===== src/hw/odl_pkg.sv =====
package odl_pkg;

  // decoded operation classes
  typedef enum logic [5:0] {
    odl_op_none          = 6'h00,
    odl_op_rotate_left   = 6'h01,
    odl_op_rotate_right  = 6'h02,
    odl_op_rot_carry_l   = 6'h03,
    odl_op_rot_carry_r   = 6'h04,
    odl_op_arith_shr     = 6'h05,
    odl_op_and           = 6'h06,
    odl_op_or            = 6'h07,
    odl_op_xor           = 6'h08,
    odl_op_test          = 6'h09,
    odl_op_iterate       = 6'h0a,
    odl_op_string_copy   = 6'h0b,
    odl_op_string_cmp    = 6'h0c,
    odl_op_string_scan   = 6'h0d,
    odl_op_string_load   = 6'h0e,
    odl_op_string_store  = 6'h0f,
    odl_op_call_near     = 6'h10,
    odl_op_call_far      = 6'h11,
    odl_op_call_near_ind = 6'h12,
    odl_op_call_far_ind  = 6'h13,
    odl_op_br_near       = 6'h14,
    odl_op_br_short      = 6'h15,
    odl_op_br_far        = 6'h16,
    odl_op_br_near_ind   = 6'h17,
    odl_op_br_far_ind    = 6'h18,
    odl_op_exit_near     = 6'h19,
    odl_op_exit_far      = 6'h1a,
    odl_op_cond_branch   = 6'h1b,
    odl_op_loop          = 6'h1c,
    odl_op_loop_zero     = 6'h1d,
    odl_op_loop_nzero    = 6'h1e,
    odl_op_br_count_zero = 6'h1f,
    odl_op_trap          = 6'h20,
    odl_op_trap3         = 6'h21,
    odl_op_trap_ovf      = 6'h22,
    odl_op_carry_clear   = 6'h23,
    odl_op_carry_flip    = 6'h24,
    odl_op_carry_set     = 6'h25,
    odl_op_invalid       = 6'h3f
  } odl_op_t;

  // decoder sequencing
  typedef enum logic [2:0] {
    odl_st_opcode = 3'b001,
    odl_st_modrm  = 3'b010,
    odl_st_tail   = 3'b100
  } odl_state_t;

  // opcode families (fixed bits only)
  localparam logic [7:0] ODL_SHIFT_GRP   = 8'hd0; // 110100vw
  localparam logic [7:0] ODL_AND_RM      = 8'h20; // 001000dw
  localparam logic [7:0] ODL_OR_RM       = 8'h08; // 000010dw
  localparam logic [7:0] ODL_XOR_RM      = 8'h30; // 001100dw
  localparam logic [7:0] ODL_IMM_GRP     = 8'h80; // 1000000w
  localparam logic [7:0] ODL_AND_ACC     = 8'h24; // 0010010w
  localparam logic [7:0] ODL_OR_ACC      = 8'h0c; // 0000110w
  localparam logic [7:0] ODL_XOR_ACC     = 8'h34; // 0011010w
  localparam logic [7:0] ODL_TEST_RM     = 8'h84; // 1000010w
  localparam logic [7:0] ODL_TEST_IMM    = 8'hf6; // 1111011w
  localparam logic [7:0] ODL_TEST_ACC    = 8'ha8; // 1010100w
  localparam logic [7:0] ODL_ITER_PFX    = 8'hf2; // 1111001z
  localparam logic [7:0] ODL_STR_COPY    = 8'ha4;
  localparam logic [7:0] ODL_STR_CMP     = 8'ha6;
  localparam logic [7:0] ODL_STR_SCAN    = 8'hae;
  localparam logic [7:0] ODL_STR_LOAD    = 8'hac;
  localparam logic [7:0] ODL_STR_STORE   = 8'haa;
  localparam logic [7:0] ODL_CALL_NEAR   = 8'he8;
  localparam logic [7:0] ODL_CALL_FAR    = 8'h9a;
  localparam logic [7:0] ODL_IND_GRP     = 8'hff;
  localparam logic [7:0] ODL_BR_NEAR     = 8'he9;
  localparam logic [7:0] ODL_BR_SHORT    = 8'heb;
  localparam logic [7:0] ODL_BR_FAR      = 8'hea;
  localparam logic [7:0] ODL_EXIT_NEAR   = 8'hc3;
  localparam logic [7:0] ODL_EXIT_NEAR_I = 8'hc2;
  localparam logic [7:0] ODL_EXIT_FAR    = 8'hcb;
  localparam logic [7:0] ODL_EXIT_FAR_I  = 8'hca;
  localparam logic [7:0] ODL_COND_BASE   = 8'h70; // 0111cccc
  localparam logic [7:0] ODL_LOOP_NZF    = 8'he0;
  localparam logic [7:0] ODL_LOOP_ZF     = 8'he1;
  localparam logic [7:0] ODL_LOOP        = 8'he2;
  localparam logic [7:0] ODL_BR_CNT_ZERO = 8'he3;
  localparam logic [7:0] ODL_TRAP3       = 8'hcc;
  localparam logic [7:0] ODL_TRAP        = 8'hcd;
  localparam logic [7:0] ODL_TRAP_OVF    = 8'hce;
  localparam logic [7:0] ODL_CARRY_CLEAR = 8'hf8;
  localparam logic [7:0] ODL_CARRY_FLIP  = 8'hf5;
  localparam logic [7:0] ODL_CARRY_SET   = 8'hf9;

  // addressing-byte extension codes
  localparam logic [2:0] ODL_EXT_ROL  = 3'h0;
  localparam logic [2:0] ODL_EXT_ROR  = 3'h1;
  localparam logic [2:0] ODL_EXT_RCL  = 3'h2;
  localparam logic [2:0] ODL_EXT_RCR  = 3'h3;
  localparam logic [2:0] ODL_EXT_SAR  = 3'h7;
  localparam logic [2:0] ODL_EXT_AND  = 3'h4;
  localparam logic [2:0] ODL_EXT_OR   = 3'h5;
  localparam logic [2:0] ODL_EXT_XOR  = 3'h6;
  localparam logic [2:0] ODL_EXT_TEST = 3'h0;
  localparam logic [2:0] ODL_EXT_CN   = 3'h2;
  localparam logic [2:0] ODL_EXT_CF   = 3'h3;
  localparam logic [2:0] ODL_EXT_BN   = 3'h4;
  localparam logic [2:0] ODL_EXT_BF   = 3'h5;

  // fixed trap type of the single-byte trap
  localparam logic [7:0] ODL_TRAP3_TYPE = 8'h03;
  localparam logic [3:0] ODL_LEN_W      = 4'h0;

endpackage


===== src/hw/odl_modrm_len.sv =====
`timescale 1ns/1ps
// extra bytes implied by the addressing byte (displacement)
module odl_modrm_len
  import odl_pkg::*;
(
  input  wire logic [7:0] modrm,
  output logic      [2:0] disp_bytes
);
  always_comb begin
    case (modrm[7:6])
      2'b00:   disp_bytes = (modrm[2:0] == 3'h6) ? 3'h2 : 3'h0;
      2'b01:   disp_bytes = 3'h1;
      2'b10:   disp_bytes = 3'h2;
      default: disp_bytes = 3'h0;
    endcase
  end
endmodule


===== src/hw/odl_decoder.sv =====
`timescale 1ns/1ps
// How it works
// - 110100vw shift group, extension picks operation
// - and: register, immediate extension 100, accumulator
// - 1000010w flag-only and, register forms
// - 1111011w extension 000 flag-only and immediate
// - 1010100w flag-only and with accumulator
// - or/xor register, accumulator, extensions 101/110
// - 1111001z iterate prefix; 1010010w string copy
// - 1010011w string compare; 1010111w string scan
// - 1010110w string load; 1010101w string store
// - near call disp; far call offset+segment
// - 11111111 extensions 010/011/100/101 indirect transfers
// - unconditional branches: near, short, far
// - near exit, plain or with immediate
// - far exit, plain or with immediate
// - branch on equal and unequal, disp byte
// - signed comparison branches, disp byte
// - unsigned comparison branches, disp byte
// - overflow, sign, parity branches and negations
// - count loops with one disp byte
// - 11100011 branch if count register zero
// - traps: typed, type 3, on overflow
// - carry clear, flip, set single bytes
// - width bit selects word or byte
// - direction bit: 1 register is destination
// - count-source bit: one or count register low
// - prefix low bit ends compare/scan iteration
module odl_decoder
  import odl_pkg::*;
(
  input  wire logic       clk_sys,
  input  wire logic       arst_n,
  input  wire logic       byte_valid,
  input  wire logic [7:0] byte_data,
  output logic            dec_valid_ff,
  output odl_op_t         dec_op_ff,
  output logic            dec_word_ff,
  output logic            dec_reg_dest_ff,
  output logic            dec_count_reg_ff,
  output logic            dec_flags_only_ff,
  output logic            dec_has_modrm_ff,
  output logic [7:0]      dec_modrm_ff,
  output logic [3:0]      dec_cond_ff,
  output logic            dec_iter_ff,
  output logic            dec_iter_zf_ff,
  output logic [31:0]     dec_tail_ff,
  output logic [3:0]      dec_len_ff
);

  odl_state_t  st_ff,      nxt_st;
  odl_op_t     op_ff,      nxt_op;
  logic        word_ff,    nxt_word;
  logic        dir_ff,     nxt_dir;
  logic        cnt_ff,     nxt_cnt;
  logic        fonly_ff,   nxt_fonly;
  logic        hasm_ff,    nxt_hasm;
  logic [7:0]  modrm_ff,   nxt_modrm;
  logic [3:0]  cond_ff,    nxt_cond;
  logic        iter_ff,    nxt_iter;
  logic        iterz_ff,   nxt_iterz;
  logic [2:0]  imm_ff,     nxt_imm;
  logic [2:0]  left_ff,    nxt_left;
  logic [1:0]  tidx_ff,    nxt_tidx;
  logic [31:0] tail_ff,    nxt_tail;
  logic [3:0]  len_ff,     nxt_len;
  logic        ov_ff,      nxt_ov;
  odl_op_t     ov_op_ff,   nxt_ov_op;
  logic [31:0] ov_tail_ff, nxt_ov_tail;
  logic [3:0]  ov_len_ff,  nxt_ov_len;
  logic [2:0]  disp_bytes;
  logic [2:0]  ext;

  assign ext = byte_data[5:3];

  odl_modrm_len u_modrm_len (
    .modrm      (byte_data),
    .disp_bytes (disp_bytes)
  );

  always_comb begin
    odl_op_t    o;
    logic       m;
    logic [2:0] n;
    o = odl_op_invalid;
    m = 1'b0;
    n = 3'h0;
    nxt_st      = st_ff;
    nxt_op      = op_ff;
    nxt_word    = word_ff;
    nxt_dir     = dir_ff;
    nxt_cnt     = cnt_ff;
    nxt_fonly   = fonly_ff;
    nxt_hasm    = hasm_ff;
    nxt_modrm   = modrm_ff;
    nxt_cond    = cond_ff;
    nxt_iter    = iter_ff;
    nxt_iterz   = iterz_ff;
    nxt_imm     = imm_ff;
    nxt_left    = left_ff;
    nxt_tidx    = tidx_ff;
    nxt_tail    = tail_ff;
    nxt_len     = len_ff;
    nxt_ov      = 1'b0;
    nxt_ov_op   = ov_op_ff;
    nxt_ov_tail = ov_tail_ff;
    nxt_ov_len  = ov_len_ff;
    if (byte_valid) begin
      case (st_ff)
        odl_st_opcode: begin
          nxt_len   = 4'(len_ff + 4'h1);
          nxt_word  = byte_data[0];
          nxt_dir   = byte_data[1];
          nxt_cnt   = byte_data[1];
          nxt_fonly = 1'b0;
          nxt_cond  = 4'h0;
          nxt_tail  = 32'h0;
          nxt_tidx  = 2'h0;
          nxt_modrm = 8'h0;
          if ((byte_data & 8'hfc) == ODL_SHIFT_GRP) m = 1'b1;
          else if ((byte_data & 8'hfc) == ODL_AND_RM) m = 1'b1;
          else if ((byte_data & 8'hfc) == ODL_OR_RM) m = 1'b1;
          else if ((byte_data & 8'hfc) == ODL_XOR_RM) m = 1'b1;
          else if ((byte_data & 8'hfe) == ODL_IMM_GRP) m = 1'b1;
          else if ((byte_data & 8'hfe) == ODL_TEST_RM) m = 1'b1;
          else if ((byte_data & 8'hfe) == ODL_TEST_IMM) m = 1'b1;
          else if (byte_data == ODL_IND_GRP) m = 1'b1;
          if ((byte_data & 8'hfe) == ODL_AND_ACC) o = odl_op_and;
          else if ((byte_data & 8'hfe) == ODL_OR_ACC) o = odl_op_or;
          else if ((byte_data & 8'hfe) == ODL_XOR_ACC) o = odl_op_xor;
          else if ((byte_data & 8'hfe) == ODL_TEST_ACC) o = odl_op_test;
          else if ((byte_data & 8'hfe) == ODL_STR_CMP) o = odl_op_string_cmp;
          else if ((byte_data & 8'hfe) == ODL_STR_SCAN) o = odl_op_string_scan;
          else if ((byte_data & 8'hfe) == ODL_STR_LOAD) o = odl_op_string_load;
          else if ((byte_data & 8'hfe) == ODL_STR_STORE)
            o = odl_op_string_store;
          else if ((byte_data & 8'hfe) == ODL_STR_COPY) o = odl_op_string_copy;
          else if ((byte_data & 8'hfe) == ODL_ITER_PFX) o = odl_op_iterate;
          else if ((byte_data & 8'hf0) == ODL_COND_BASE) o = odl_op_cond_branch;
          else begin
            case (byte_data)
              ODL_CALL_NEAR:   o = odl_op_call_near;
              ODL_CALL_FAR:    o = odl_op_call_far;
              ODL_BR_NEAR:     o = odl_op_br_near;
              ODL_BR_SHORT:    o = odl_op_br_short;
              ODL_BR_FAR:      o = odl_op_br_far;
              ODL_EXIT_NEAR,
              ODL_EXIT_NEAR_I: o = odl_op_exit_near;
              ODL_EXIT_FAR,
              ODL_EXIT_FAR_I:  o = odl_op_exit_far;
              ODL_LOOP:        o = odl_op_loop;
              ODL_LOOP_ZF:     o = odl_op_loop_zero;
              ODL_LOOP_NZF:    o = odl_op_loop_nzero;
              ODL_BR_CNT_ZERO: o = odl_op_br_count_zero;
              ODL_TRAP:        o = odl_op_trap;
              ODL_TRAP3:       o = odl_op_trap3;
              ODL_TRAP_OVF:    o = odl_op_trap_ovf;
              ODL_CARRY_CLEAR: o = odl_op_carry_clear;
              ODL_CARRY_FLIP:  o = odl_op_carry_flip;
              ODL_CARRY_SET:   o = odl_op_carry_set;
              default:         o = m ? odl_op_none : odl_op_invalid;
            endcase
          end
          // trailing byte counts per opcode
          case (o)
            odl_op_and, odl_op_or, odl_op_xor, odl_op_test:
              n = byte_data[0] ? 3'h2 : 3'h1;
            odl_op_call_near, odl_op_br_near: n = 3'h2;
            odl_op_call_far, odl_op_br_far:   n = 3'h4;
            odl_op_exit_near, odl_op_exit_far:
              n = byte_data[0] ? 3'h0 : 3'h2;
            odl_op_cond_branch, odl_op_loop, odl_op_loop_zero,
            odl_op_loop_nzero, odl_op_br_count_zero, odl_op_br_short,
            odl_op_trap: n = 3'h1;
            default: n = 3'h0;
          endcase
          nxt_cond  = byte_data[3:0];
          nxt_fonly = (o == odl_op_test) || ((byte_data & 8'hfe) == ODL_TEST_RM);
          if ((byte_data & 8'hfe) == ODL_TEST_RM) o = odl_op_test;
          if ((byte_data & 8'hfc) == ODL_AND_RM) o = odl_op_and;
          if ((byte_data & 8'hfc) == ODL_OR_RM) o = odl_op_or;
          if ((byte_data & 8'hfc) == ODL_XOR_RM) o = odl_op_xor;
          if (o == odl_op_trap3) nxt_tail = {24'h0, ODL_TRAP3_TYPE};
          nxt_op   = o;
          nxt_hasm = m;
          nxt_imm  = ((byte_data & 8'hfe) == ODL_IMM_GRP ||
                      (byte_data & 8'hfe) == ODL_TEST_IMM) ?
                     (byte_data[0] ? 3'h2 : 3'h1) : n;
          if (o == odl_op_iterate) begin
            nxt_iter  = 1'b1;
            nxt_iterz = byte_data[0];
          end else if (m) begin
            nxt_st = odl_st_modrm;
          end else if (n != 3'h0) begin
            nxt_left = n;
            nxt_st   = odl_st_tail;
          end else begin
            nxt_ov = 1'b1;
          end
        end
        odl_st_modrm: begin
          nxt_len   = 4'(len_ff + 4'h1);
          nxt_modrm = byte_data;
          o = op_ff;
          n = 3'h0;
          if (op_ff == odl_op_none) begin
            o = odl_op_invalid;
            // immediate count and low opcode nibble tell the addressing-byte groups apart
            if (imm_ff != 3'h0 && cond_ff[2]) begin
              if (ext == ODL_EXT_TEST) begin
                o         = odl_op_test;
                n         = imm_ff;
                nxt_fonly = 1'b1;
              end
            end else if (imm_ff != 3'h0) begin
              n = imm_ff;
              if (ext == ODL_EXT_AND)      o = odl_op_and;
              else if (ext == ODL_EXT_OR)  o = odl_op_or;
              else if (ext == ODL_EXT_XOR) o = odl_op_xor;
              else                         n = 3'h0;
            end else if (cond_ff == 4'hf) begin
              case ({1'b0, ext})
                4'(ODL_EXT_CN): o = odl_op_call_near_ind;
                4'(ODL_EXT_CF): o = odl_op_call_far_ind;
                4'(ODL_EXT_BN): o = odl_op_br_near_ind;
                4'(ODL_EXT_BF): o = odl_op_br_far_ind;
                default:        o = odl_op_invalid;
              endcase
            end else begin
              case ({1'b0, ext})
                4'(ODL_EXT_ROL): o = odl_op_rotate_left;
                4'(ODL_EXT_ROR): o = odl_op_rotate_right;
                4'(ODL_EXT_RCL): o = odl_op_rot_carry_l;
                4'(ODL_EXT_RCR): o = odl_op_rot_carry_r;
                4'(ODL_EXT_SAR): o = odl_op_arith_shr;
                default:         o = odl_op_invalid;
              endcase
            end
          end
          nxt_op = o;
          nxt_left = 3'(disp_bytes + n);
          if (3'(disp_bytes + n) == 3'h0) begin
            nxt_ov = 1'b1;
            nxt_st = odl_st_opcode;
          end else begin
            nxt_st = odl_st_tail;
          end
        end
        odl_st_tail: begin
          nxt_len = 4'(len_ff + 4'h1);
          nxt_tail[8*tidx_ff +: 8] = byte_data;
          nxt_tidx = 2'(tidx_ff + 2'h1);
          nxt_left = 3'(left_ff - 3'h1);
          if (left_ff == 3'h1) begin
            nxt_ov = 1'b1;
            nxt_st = odl_st_opcode;
          end
        end
        default: nxt_st = odl_st_opcode;
      endcase
    end
    if (nxt_ov) begin
      nxt_ov_op   = nxt_op;
      nxt_ov_tail = nxt_tail;
      nxt_ov_len  = nxt_len;
      nxt_len     = 4'h0;
    end
  end

  always_ff @(posedge clk_sys or negedge arst_n) begin
    if (!arst_n) begin
      st_ff <= odl_st_opcode; op_ff <= odl_op_none; word_ff <= 1'b0;
      dir_ff <= 1'b0; cnt_ff <= 1'b0; fonly_ff <= 1'b0; hasm_ff <= 1'b0;
      modrm_ff <= 8'h0; cond_ff <= 4'h0; iter_ff <= 1'b0; iterz_ff <= 1'b0;
      imm_ff <= 3'h0; left_ff <= 3'h0; tidx_ff <= 2'h0; tail_ff <= 32'h0;
      len_ff <= 4'h0; ov_ff <= 1'b0; ov_op_ff <= odl_op_none;
      ov_tail_ff <= 32'h0; ov_len_ff <= 4'h0;
    end else begin
      st_ff <= nxt_st; op_ff <= nxt_op; word_ff <= nxt_word;
      dir_ff <= nxt_dir; cnt_ff <= nxt_cnt; fonly_ff <= nxt_fonly;
      hasm_ff <= nxt_hasm; modrm_ff <= nxt_modrm; cond_ff <= nxt_cond;
      iter_ff <= nxt_ov ? 1'b0 : nxt_iter; iterz_ff <= nxt_iterz;
      imm_ff <= nxt_imm; left_ff <= nxt_left; tidx_ff <= nxt_tidx;
      tail_ff <= nxt_tail; len_ff <= nxt_len; ov_ff <= nxt_ov;
      ov_op_ff <= nxt_ov_op; ov_tail_ff <= nxt_ov_tail;
      ov_len_ff <= nxt_ov_len;
    end
  end

  // registered result bundle, updated once per instruction
  always_ff @(posedge clk_sys or negedge arst_n) begin
    if (!arst_n) begin
      dec_valid_ff <= 1'b0; dec_op_ff <= odl_op_none; dec_word_ff <= 1'b0;
      dec_reg_dest_ff <= 1'b0; dec_count_reg_ff <= 1'b0;
      dec_flags_only_ff <= 1'b0; dec_has_modrm_ff <= 1'b0;
      dec_modrm_ff <= 8'h0; dec_cond_ff <= 4'h0; dec_iter_ff <= 1'b0;
      dec_iter_zf_ff <= 1'b0; dec_tail_ff <= 32'h0; dec_len_ff <= 4'h0;
    end else begin
      dec_valid_ff <= nxt_ov;
      if (nxt_ov) begin
        dec_op_ff <= nxt_ov_op; dec_word_ff <= nxt_word;
        dec_reg_dest_ff <= nxt_dir; dec_count_reg_ff <= nxt_cnt;
        dec_flags_only_ff <= nxt_fonly; dec_has_modrm_ff <= nxt_hasm;
        dec_modrm_ff <= nxt_modrm; dec_cond_ff <= nxt_cond;
        dec_iter_ff <= nxt_iter; dec_iter_zf_ff <= nxt_iterz;
        dec_tail_ff <= nxt_ov_tail; dec_len_ff <= nxt_ov_len;
      end
    end
  end

endmodule


===== config.mk =====
export PLATFORM = sky130hd
export DESIGN_NAME = odl_decoder
export DESIGN_NICKNAME = d
export VERILOG_FILES = /design/src/hw/odl_pkg.sv /design/src/hw/odl_modrm_len.sv /design/src/hw/odl_decoder.sv
export SDC_FILE = /design/constraint.sdc
export NUM_CORES = 1
export LEC_CHECK = 0
export ABC_AREA = 1
export BUFFER_PORTS_ARGS = -buffer_cell sky130_fd_sc_hd__buf_2
export CORE_MARGIN = 2
export CORE_UTILIZATION = 60
export DETAILED_ROUTE_END_ITERATION = 7
export PLACE_DENSITY_LB_ADDON = 0.08
export SETUP_SLACK_MARGIN = 0.4
export SLEW_MARGIN = 5
export SYNTH_ARGS = -nofsm -noshare
export SYNTH_HDL_FRONTEND = slang
export SYNTH_SLANG_ARGS = --single-unit

===== constraint.sdc =====
create_clock -name clk_sys -period 7.05 [get_ports clk_sys]
set_input_delay 1.41 -clock clk_sys [delete_from_list [all_inputs] [get_ports clk_sys]]
set_output_delay 1.41 -clock clk_sys [all_outputs]
set_load 0.05 [all_outputs]

==> results of run 1 <==
-- routing by layer --
metal / GRT usage, % / vias up / share of wire, %
li1: - / 2939 / -
met1: 45.4 / 3081 / 41
met2: 59.5 / 305 / 50
met3: 5.53 / 53 / 5.5
met4: 14.3 / 0 / 3.2
met5: 0 / - / 0
-- state kept, by name, indices dropped and copies added, names as in the netlist, 3 cells and up --
register	cells
tail_ff	32
dec_len_ff	4
dec_modrm_ff	8
imm_ff	3
dec_cond_ff	4
len_ff	4
dec_op_ff	6
dec_tail_ff	32
st_ff	3
op_ff	6
left_ff	3
cond_ff	4
modrm_ff	8
-- Yosys cell counts, types with 2 or more instances --
cell type,instances
a21oi_1,13
nand4_1,15
a32oi_1,2
o22ai_1,21
nor3_4,2
o211ai_1,2
nand3_1,42
buf_4,7
o21ai_0,46
clkbuf_1,9
o311ai_0,2
o32ai_1,8
nor2_2,4
nand3b_1,2
o21a_1,2
inv_2,11
o21ai_1,3
o2111ai_1,2
o31ai_1,6
buf_2,10
a22oi_1,2
nor2_1,68
ha_1,9
buf_6,5
inv_1,82
nor3_1,8
nor3_2,2
nand2_2,3
nand2_1,335
xnor2_1,2
dfrtp_1,133
-- worst max-delay path by stage --
stage / start / to / slack, ns / depth (start not counted)
final: byte_data[3] / dec_tail_ff[13]$_DFFE_PN0P_ / 2.47 / 17
after global placement: byte_data[5] / dec_modrm_ff[4]$_DFFE_PN0P_ / 2.19 / 18
after CTS: byte_data[5] / dec_tail_ff[13]$_DFFE_PN0P_ / 2.56 / 18
after floorplan: byte_data[5] / dec_cond_ff[0]$_DFFE_PN0P_ / 3.14 / 20
after detailed placement: byte_data[5] / dec_tail_ff[13]$_DFFE_PN0P_ / 2.00 / 18
after global routing: byte_data[5] / dec_tail_ff[13]$_DFFE_PN0P_ / 2.06 / 18
-- where the power goes --
part           leakage [nW]  switching [mW]  internal [mW]
registers              1.79           0.125          0.979
clock network         0.267           0.349          0.504
logic                  2.05           0.990          0.290
total                  4.10            1.46           1.77
-- kinds of logic (layout without fill, tap and decap cells) --
logic type	Yosys count	after routing	share of synthesized area (%)
simple gates	486	486	29.7
compound gates	114	114	10.3
buf+inv	125	199	8.09
xor+xnor	2	2	0.260
flops	134	134	49.7
fa+ha+maj	10	10	1.97
-- area by class of cell --
class	instances	area, sq um
clock inverter	14	153
timing repair buffer	75	385
fill	855	3200
multi-input combinational	612	2860
inverter	93	349
tap	140	175
clock buffer	17	414
sequential	134	3350
-- critical path: stages --
cell,delay (ns)
buf_2,0.19
inv_2,0.19
nand2_1,0.12
nor2_1,0.21
nand2_1,0.13
o21a_1,0.16
nor3_1,0.17
ha_1,0.20
fa_1,0.43
nor2_1,0.15
nand4_1,0.13
nand2_1,0.10
inv_1,0.07
a21oi_4,0.71
buf_4,0.46
nand2_1,0.09
nand2_1,0.10
==> out/results.txt, run 1 <==
most frequent cells in the layout: nand2_1 (335), dfrtp_1 (133), inv_1 (82)
PnR worst setup slack: 2.47 ns
port bufs: 72
CP endpoint kind: flop
vias post-DR: 6378
hold_ws: 0.473 ns
H-tree depth: 4
Seq cells post-synth: 134
mapped cell area: 6750 sq um
DRC errors left: 0
area grow syn2layout: 14.0%
Hold Path Cell Cnt: 2
CTS resizes: 0
min-delay src: dir_ff$_DFF_PN0_
Setup-failing EPs final: 0
FF-to-FF End: dec_tail_ff[13]$_DFFE_PN0P_
CTS Sinks: 134
pre-CTS WS: 2.00 ns
Max Cap Viol: 0
Initial DRC Count: 603
total gr overflow: 0
Slew headroom: 22.5%
Final Total Pwr: 3.24 mW
clock buffer depth: 2
antenna-violating nets left: 0
RSZ-0062 raised after global routing: no
first-pass GRT wire length: 31800 microns
R2R depth: 14
Initial DRT Pass Iterations: 8
synth warn: 0
Final Wtd Congestion: 0.993
hold endpoint: dir_ff$_DFF_PN0_
CTS Hold Bufs: 0
Core Area: 10900 sq um
largest net degree at the start of global routing: 70
Clock Skews: 0.0104 ns
ys async rst share: 100%
WL final: 20200 microns
PwrDens: 421 nW/um^2
Final Hold Viols: 0
Data arrival, critical path: 5.04 ns
hpwl dp: 14400 microns
Die ar.: 12100 sq um
syn avg cell area: 7.75 sq um
Cells after Synth: 871
worst slew pin tran: 1.16 ns
Hold Crit Class: flop to flop
Period Utilization, post-route: 64.9%
Starting Density: 62.0%
fin. max-slew vios: 0
Vias/cell: 5.88
post-layout util: 70.6%
LEAKAGE: 4.10 nW
Row Count: 38
Worst Path Class, Setup: input port to flop
commonest non-fill, non-tap cell in the layout: nand2_1
setup TNS: 0 ns
CP Max Fanout: 33
maximum clock rate: 218 MHz
Max VDD drop: 0.313 mV
reg2reg setup slack: 3.16 ns
ys flop type: dfrtp_1
CTS tree: yes
ratio of cells with drive above 1 in the final layout: 14.0%
Avg WL per Cell: 18.6 microns
clock-pin transition on the worst setup and hold timing paths: 0.06 ns
net count after synthesis: 892
main area contributors after synthesis: dfrtp_1 (49%), nand2_1 (19%), inv_1 (4.6%)
sequential fraction of the synthesis area: 49.7%
Synth cell types: 44
Layout Nets: 954
origin of the critical flop-to-flop path: op_ff[2]$_DFF_PN0_
Die Span Y: 110 microns
antenna diode count: 0
Period minus WS final: 4.58 ns
CP required: 7.51 ns
top-area cell type share of the netlist area: 49.3%
Setup crit start kind: input port
die width: 110 microns
status: finished, final reports clean
fin area: 7690 sq um
Post CTS Setup Buffer Count: 0
final non-filler cell total: 1085
worst skew pair latency: 0.53 ns
placed cell count: 1054
Post-synth EDFFs: 0
CTS Buf Count: 17
Global Route Usage Sum: 35.2%
cell taking the most area after synthesis: dfrtp_1
initial antenna violation count: 0
DP Area: 7120 sq um
vias in the first global route: 6150
I/O pins: 73
Root Buffer: clkbuf_8
Note: power is estimated with default switching activity, not from simulation.
==> run 2: changes to the inputs <==
--- a/config.mk
+++ b/config.mk
@@ -8,7 +8,7 @@
 export ABC_AREA = 1
 export BUFFER_PORTS_ARGS = -buffer_cell sky130_fd_sc_hd__buf_2
 export CORE_MARGIN = 2
-export CORE_UTILIZATION = 60
+export CORE_UTILIZATION = 52
 export DETAILED_ROUTE_END_ITERATION = 7
 export PLACE_DENSITY_LB_ADDON = 0.08
 export SETUP_SLACK_MARGIN = 0.4
==> constraint.sdc (replaced) <==
create_clock -name clk_sys -period 3.7 [get_ports clk_sys]
set_input_delay 0.74 -clock clk_sys [delete_from_list [all_inputs] [get_ports clk_sys]]
set_output_delay 0.74 -clock clk_sys [all_outputs]
set_load 0.05 [all_outputs]
==> out/results.txt, run 2 (synthesized netlist as in run 1, its figures left out) <==
status: finished, final reports clean
Starting Density: 53.5%
fin. max-slew vios: 0
WL final: 19100 microns
Layout Nets: 980
antenna diode count: 0
Die ar.: 13900 sq um
die width: 118 microns
vias post-DR: 6178
worst skew pair latency: 0.42 ns
Seq pwr share: 32.9%
CTS Buf Count: 17
Avg WL per Cell: 16.7 microns
CP endpoint kind: flop
DP Area: 7370 sq um
hpwl dp: 13800 microns
Max Cap Viol: 0
crit path cell chain: buf_2, buf_4, nor2_1, nand2_1, o21a_1, nor3_1, ha_1, fa_1, nor2_1, nand4_1, nand2_1, inv_1, nand2_1, nand2_4, buf_12, nand2_1, nand2_1
Worst Path Class, Setup: input port to flop
Initial DRT Pass Iterations: 6
setup TNS: 0 ns
ratio of cells with drive above 1 in the final layout: 16.5%
Max stage delay on crit path: 0.44 ns
first-pass GRT wire length: 31100 microns
Clock Skews: 0.0124 ns
CTS Hold Bufs: 0
port bufs: 72
PwrDens: 792 nW/um^2
commonest non-fill, non-tap cell in the layout: nand2_1
Global Route Usage Sum: 28.1%
Data arrival, critical path: 3.35 ns
Setup-failing EPs final: 0
Pint: 3.60 mW
Register Area: 3350 sq um
clock buffer depth: 2
vias in the first global route: 6086
I/O pins: 73
Final Hold Viols: 0
fin area: 8060 sq um
Top Registers: dec_tail_ff (32), tail_ff (32)
Initial DRC Count: 545
largest net degree at the start of global routing: 81
Row Count: 41
antenna-violating nets left: 0
H-tree depth: 4
CP Max Fanout: 27
GR peak layer: met2
total gr overflow: 0
Period minus WS final: 3.04 ns
initial antenna violation count: 1
Clk network pwr share: 26.4%
fillcell total: 1141
Hold Crit Class: input port to async pin
LEAKAGE: 4.29 nW
multi-input logic area: 2870 sq um
GR met2 Demand/Resource: 44.8%
maximum clock rate: 329 MHz
CTS tree: yes
R2R depth: 15
most frequent cells in the layout: nand2_1 (334), dfrtp_1 (133), inv_1 (82)
Slew headroom: 50.6%
reg2reg setup slack: 0.68 ns
Final Wtd Congestion: 0.942
Max VDD drop: 0.414 mV
Gate power share: 40.7%
met3 global-route usage: 5.72%
CTS Sinks: 134
CP max stage cell: fa_1
sw power: 2.78 mW
met1 Resource Use GR: 37.5%
Die Span Y: 118 microns
RSZ-0062 raised after global routing: no
Vias/cell: 5.40
Root Buffer: clkbuf_16
clock-pin transition on the worst setup and hold timing paths: 0.06 ns
Switching Fraction: 43.5%
Core Area: 12600 sq um
worst slew pin tran: 0.738 ns
CP required: 4.01 ns
area grow syn2layout: 19.5%
FF-to-FF End: dec_cond_ff[2]$_DFFE_PN0P_
most used cell, CP: nand2_1
origin of the critical flop-to-flop path: op_ff[2]$_DFF_PN0_
Setup crit start kind: input port
DRC errors left: 0
Period Utilization, post-route: 82.1%
run 2: changes by cell type in the layout (fill, tap and decap cells not counted), moves of 2 or more:
cell	delta
clkbuf_1	+2
clkbuf_16	+3
inv_6	+2
clkinv_4	-2
buf_12	+5
buf_4	+18
run 2: timing repair:
action	4_1_cts	5_1_grt
endpoints found under the setup margin	0	66
buffers inserted	0	5
gates resized for setup	0	4
run 2: metal layers:
| metal | routed length (microns) | share of wire [%] |
|---|---|---|
| met3 | 1130 | 5.9 |
| met2 | 9060 | 47 |
| met4 | 511 | 2.7 |
| met1 | 8390 | 44 |
| met5 | 0 | 0 |
run 2: area by class of cell:
type                       instances  area share [%]
sequential                       134            41.6
clock buffer                      20            5.54
tap                              172            2.67
clock inverter                    12            1.74
timing repair buffer             101            8.46
multi-input combinational        612            35.6
inverter                          93            4.33
run 2: power by group through the flow:
stage	logic, mW	clock network [mW]	registers (mW)
2_1_floorplan	1.15	0	2.76
3_3_place_gp	2.43	0	2.09
3_5_place_dp	2.48	0	2.11
4_1_cts	2.49	1.70	2.10
5_1_grt	2.81	1.77	2.14
6_report	2.60	1.69	2.10
run 2: metrics by stage:
| stage | total power, mW | hold WS, ns | utilization, % | instances | setup WS (ns) |
|---|---|---|---|---|---|
| final | 6.38 | 0.350 | 63.9 | 1144 | 0.660 |
| after global routing | 6.73 | 0.396 | 63.9 | 1144 | 0.438 |
| after CTS | 6.29 | 0.378 | 63.1 | 1137 | 0.631 |
| after detailed placement | 4.59 | 0.459 | 58.4 | 1105 | 0.203 |
| after global placement | 4.53 | 0.451 | 58.4 | 1105 | 0.341 |
| after floorplan | 3.91 | 0.438 | - | 871 | 0.464 |
run 2: worst max-delay path, delay by kind of cell:
family	cells	cell delay (ns)
AO/OA/AOI/OAI	1	0.15
buffers and inverters	4	0.53
AND/OR/NAND/NOR	10	1.27
adder cells (fa/ha/maj)	2	0.64
run 2: worst max-delay path by stage:
stage                     slack, ns                          end             startpoint  depth (start not counted)
after detailed placement       0.20      dec_iter_ff$_DFFE_PN0P_           byte_data[5]                         19
after floorplan                0.46   dec_cond_ff[0]$_DFFE_PN0P_           byte_data[5]                         20
after global placement         0.34      dec_iter_ff$_DFFE_PN0P_           byte_data[5]                         19
after global routing           0.44  dec_tail_ff[29]$_DFFE_PN0P_           byte_data[5]                         19
after CTS                      0.63      dec_iter_ff$_DFFE_PN0P_  imm_ff[2]$_DFFE_PN0P_                         18
final                          0.66   dec_cond_ff[2]$_DFFE_PN0P_           byte_data[5]                         17
==> run 3: changes to the inputs <==
--- a/config.mk
+++ b/config.mk
@@ -5,10 +5,10 @@
 export SDC_FILE = /design/constraint.sdc
 export NUM_CORES = 1
 export LEC_CHECK = 0
-export ABC_AREA = 1
+export ABC_AREA = 0
 export BUFFER_PORTS_ARGS = -buffer_cell sky130_fd_sc_hd__buf_2
 export CORE_MARGIN = 2
-export CORE_UTILIZATION = 52
+export CORE_UTILIZATION = 58
 export DETAILED_ROUTE_END_ITERATION = 7
 export PLACE_DENSITY_LB_ADDON = 0.08
 export SETUP_SLACK_MARGIN = 0.4
==> constraint.sdc (replaced) <==
create_clock -name clk_sys -period 2.89 [get_ports clk_sys]
set_input_delay 0.578 -clock clk_sys [delete_from_list [all_inputs] [get_ports clk_sys]]
set_output_delay 0.578 -clock clk_sys [all_outputs]
set_load 0.05 [all_outputs]
==> out/results.txt, run 3 <==
status: complete, but fails checks
detailed route wirelength on metal2: 12700 microns
Avg WL per Cell: 26.4 microns
reg2reg setup slack: -0.10 ns
first-pass GRT wire length: 37900 microns
fin. max-slew vios: 0
DR WL met3: 2340 microns
Seq cells post-synth: 134
Clock Skews: 0.00925 ns
Period minus WS final: 3.11 ns
failing checks: negative setup slack
worst skew pair latency: 0.42 ns
synth warn: 0
Post-synth EDFFs: 0
main area contributors after synthesis: dfrtp_1 (49%), mux2_1 (9.7%), a22o_1 (4.2%)
PnR worst setup slack: -0.222 ns
Data arrival, critical path: 3.41 ns
Max Cap Viol: 0
CTS Buf Count: 17
Max VDD drop: 0.797 mV
ys async rst share: 100%
antenna diode count: 0
FF-to-FF End: dec_modrm_ff[5]$_DFFE_PN0P_
area grow syn2layout: 43.8%
R2R depth: 13
Cells after Synth: 621
sw power: 3.33 mW
Top Registers: dec_tail_ff (32), tail_ff (32)
Initial DRC Count: 792
CTS Hold Bufs: 0
Root Buffer: clkbuf_16
ratio of cells with drive above 1 in the final layout: 44.9%
Die Span Y: 112 microns
origin of the critical flop-to-flop path: op_ff[3]$_DFF_PN0_
Initial DRT Pass Iterations: 5
Period Utilization, post-route: 108%
top-area cell type share of the netlist area: 49.4%
maximum clock rate: 321 MHz
CP Max Fanout: 11
Die ar.: 12500 sq um
Clk network pwr share: 27.1%
Final Hold Viols: 0
port bufs: 72
RSZ-0062 raised after global routing: yes
vias in the first global route: 6575
mapped cell area: 6730 sq um
DRC errors left: 0
Global Route Usage Sum: 39.7%
net count after synthesis: 642
LEAKAGE: 4.87 nW
Row Count: 39
PwrDens: 858 nW/um^2
top cells by count, synth: dfrtp_1 (133), mux2_1 (58), nand2_1 (50)
H-tree depth: 4
die width: 112 microns
CTS Sinks: 134
uppermost routed layer: met4
Setup crit start kind: input port
Core Area: 11400 sq um
Vias/cell: 6.71
vias post-DR: 6576
Seq pwr share: 31.6%
WL final: 25900 microns
Hold Crit Class: input port to async pin
syn avg cell area: 10.8 sq um
hold_ws: 0.105 ns
fin area: 9680 sq um
most frequent cells in the layout: dfrtp_1 (133), buf_4 (126), buf_2 (64)
Starting Density: 59.2%
Worst Path Class, Setup: input port to flop
Gate power share: 41.3%
count leader, synth: dfrtp_1
largest net degree at the start of global routing: 52
DP Area: 8050 sq um
ys flop type: dfrtp_1
total gr overflow: 0
Final Wtd Congestion: 0.885
initial antenna violation count: 0
Synth cell types: 75
Setup-failing EPs final: 73
cell taking the most area after synthesis: dfrtp_1
Layout Nets: 845
Worst Setup EP: dec_cond_ff[2]$_DFFE_PN0P_
Switching Fraction: 40.0%
antenna-violating nets left: 0
Pint: 4.98 mW
Slew headroom: 37.7%
commonest non-fill, non-tap cell in the layout: dfrtp_1
setup TNS: -11.37 ns
clock buffer depth: 2
worst slew pin tran: 0.935 ns
CP required: 3.19 ns
CP endpoint kind: flop
clock-pin transition on the worst setup and hold timing paths: 0.06 ns
sequential fraction of the synthesis area: 49.8%
CTS tree: yes
crit path from: byte_data[5]
met1 WL: 9420 microns
hpwl dp: 13900 microns
I/O pins: 73
## run 3: through the flow
step / util, % / power (mW) / instances / setup slack (ns)
floorplan: - / 4.47 / 621 / -0.368
global placement: 70.8 / 5.19 / 915 / -0.806
CTS: 82.6 / 7.91 / 972 / -0.117
detailed placement: 70.8 / 5.27 / 915 / -0.719
finish: 85.1 / 8.31 / 980 / -0.222
global route: 85.1 / 8.55 / 980 / -0.276
## run 3: final cells by class
type	instances	area (sq um)
Multi-Input combinational cell	433	3680
Sequential cell	134	3350
Timing Repair Buffer	222	1800
Fill cell	547	1690
Clock buffer	20	447
Tap cell	143	179
Clock inverter	12	166
Inverter	16	60.1
## run 3: worst min path at each step
stage | to | slack, ns | startpoint | cells after the start
after detailed placement | word_ff$_DFF_PN0_ | 0.47 | word_ff$_DFF_PN0_ | 2
after global placement | modrm_ff[0]$_DFF_PN0_ | 0.47 | modrm_ff[0]$_DFF_PN0_ | 2
after global routing | len_ff[1]$_DFF_PN0_ | 0.15 | arst_n | 1
after floorplan | cnt_ff$_DFF_PN0_ | 0.28 | arst_n | 0
after CTS | len_ff[3]$_DFF_PN0_ | 0.12 | arst_n | 1
final | len_ff[1]$_DFF_PN0_ | 0.11 | arst_n | 1
## run 3: logic make-up after synthesis
logic type / after synthesis / share of synthesized area (%)
fa+ha+maj: 11 / 2.12
mux: 66 / 10.9
compound gates: 144 / 15.3
flops: 134 / 49.8
buf+inv: 54 / 4.33
xor+xnor: 7 / 0.910
simple gates: 205 / 16.6
## run 3: worst max-delay path, stage by stage
cell and delay [ns]:
buf_12 0.11, or3b_4 0.40, a211oi_4 0.27, nor2_2 0.06, or4_1 0.52, a31o_1 0.21
nor4b_4 0.14, and3_4 0.16, a32oi_4 0.20, buf_12 0.20, buf_12 0.17, mux2_2 0.37
## run 3: power by group through the flow
stage	combinational (mW)	clock, mW	sequential [mW]
3_3_place_gp	2.62	0	2.57
2_1_floorplan	1.25	0	3.22
3_5_place_dp	2.68	0	2.59
5_1_grt	3.57	2.33	2.65
4_1_cts	3.08	2.25	2.58
6_report	3.43	2.25	2.62
## run 3: layer usage
metal	up-vias	track usage, %
met1	3256	50.2
met5	-	0
met2	490	66.9
li1	2684	-
met4	0	18.2
met3	146	7.35
## run 3: timing repair
action	CTS	global route
pin swaps	11	11
endpoints found under the setup margin	79	87
gates cloned	4	1
resized for setup	111	52
setup buffers	21	7
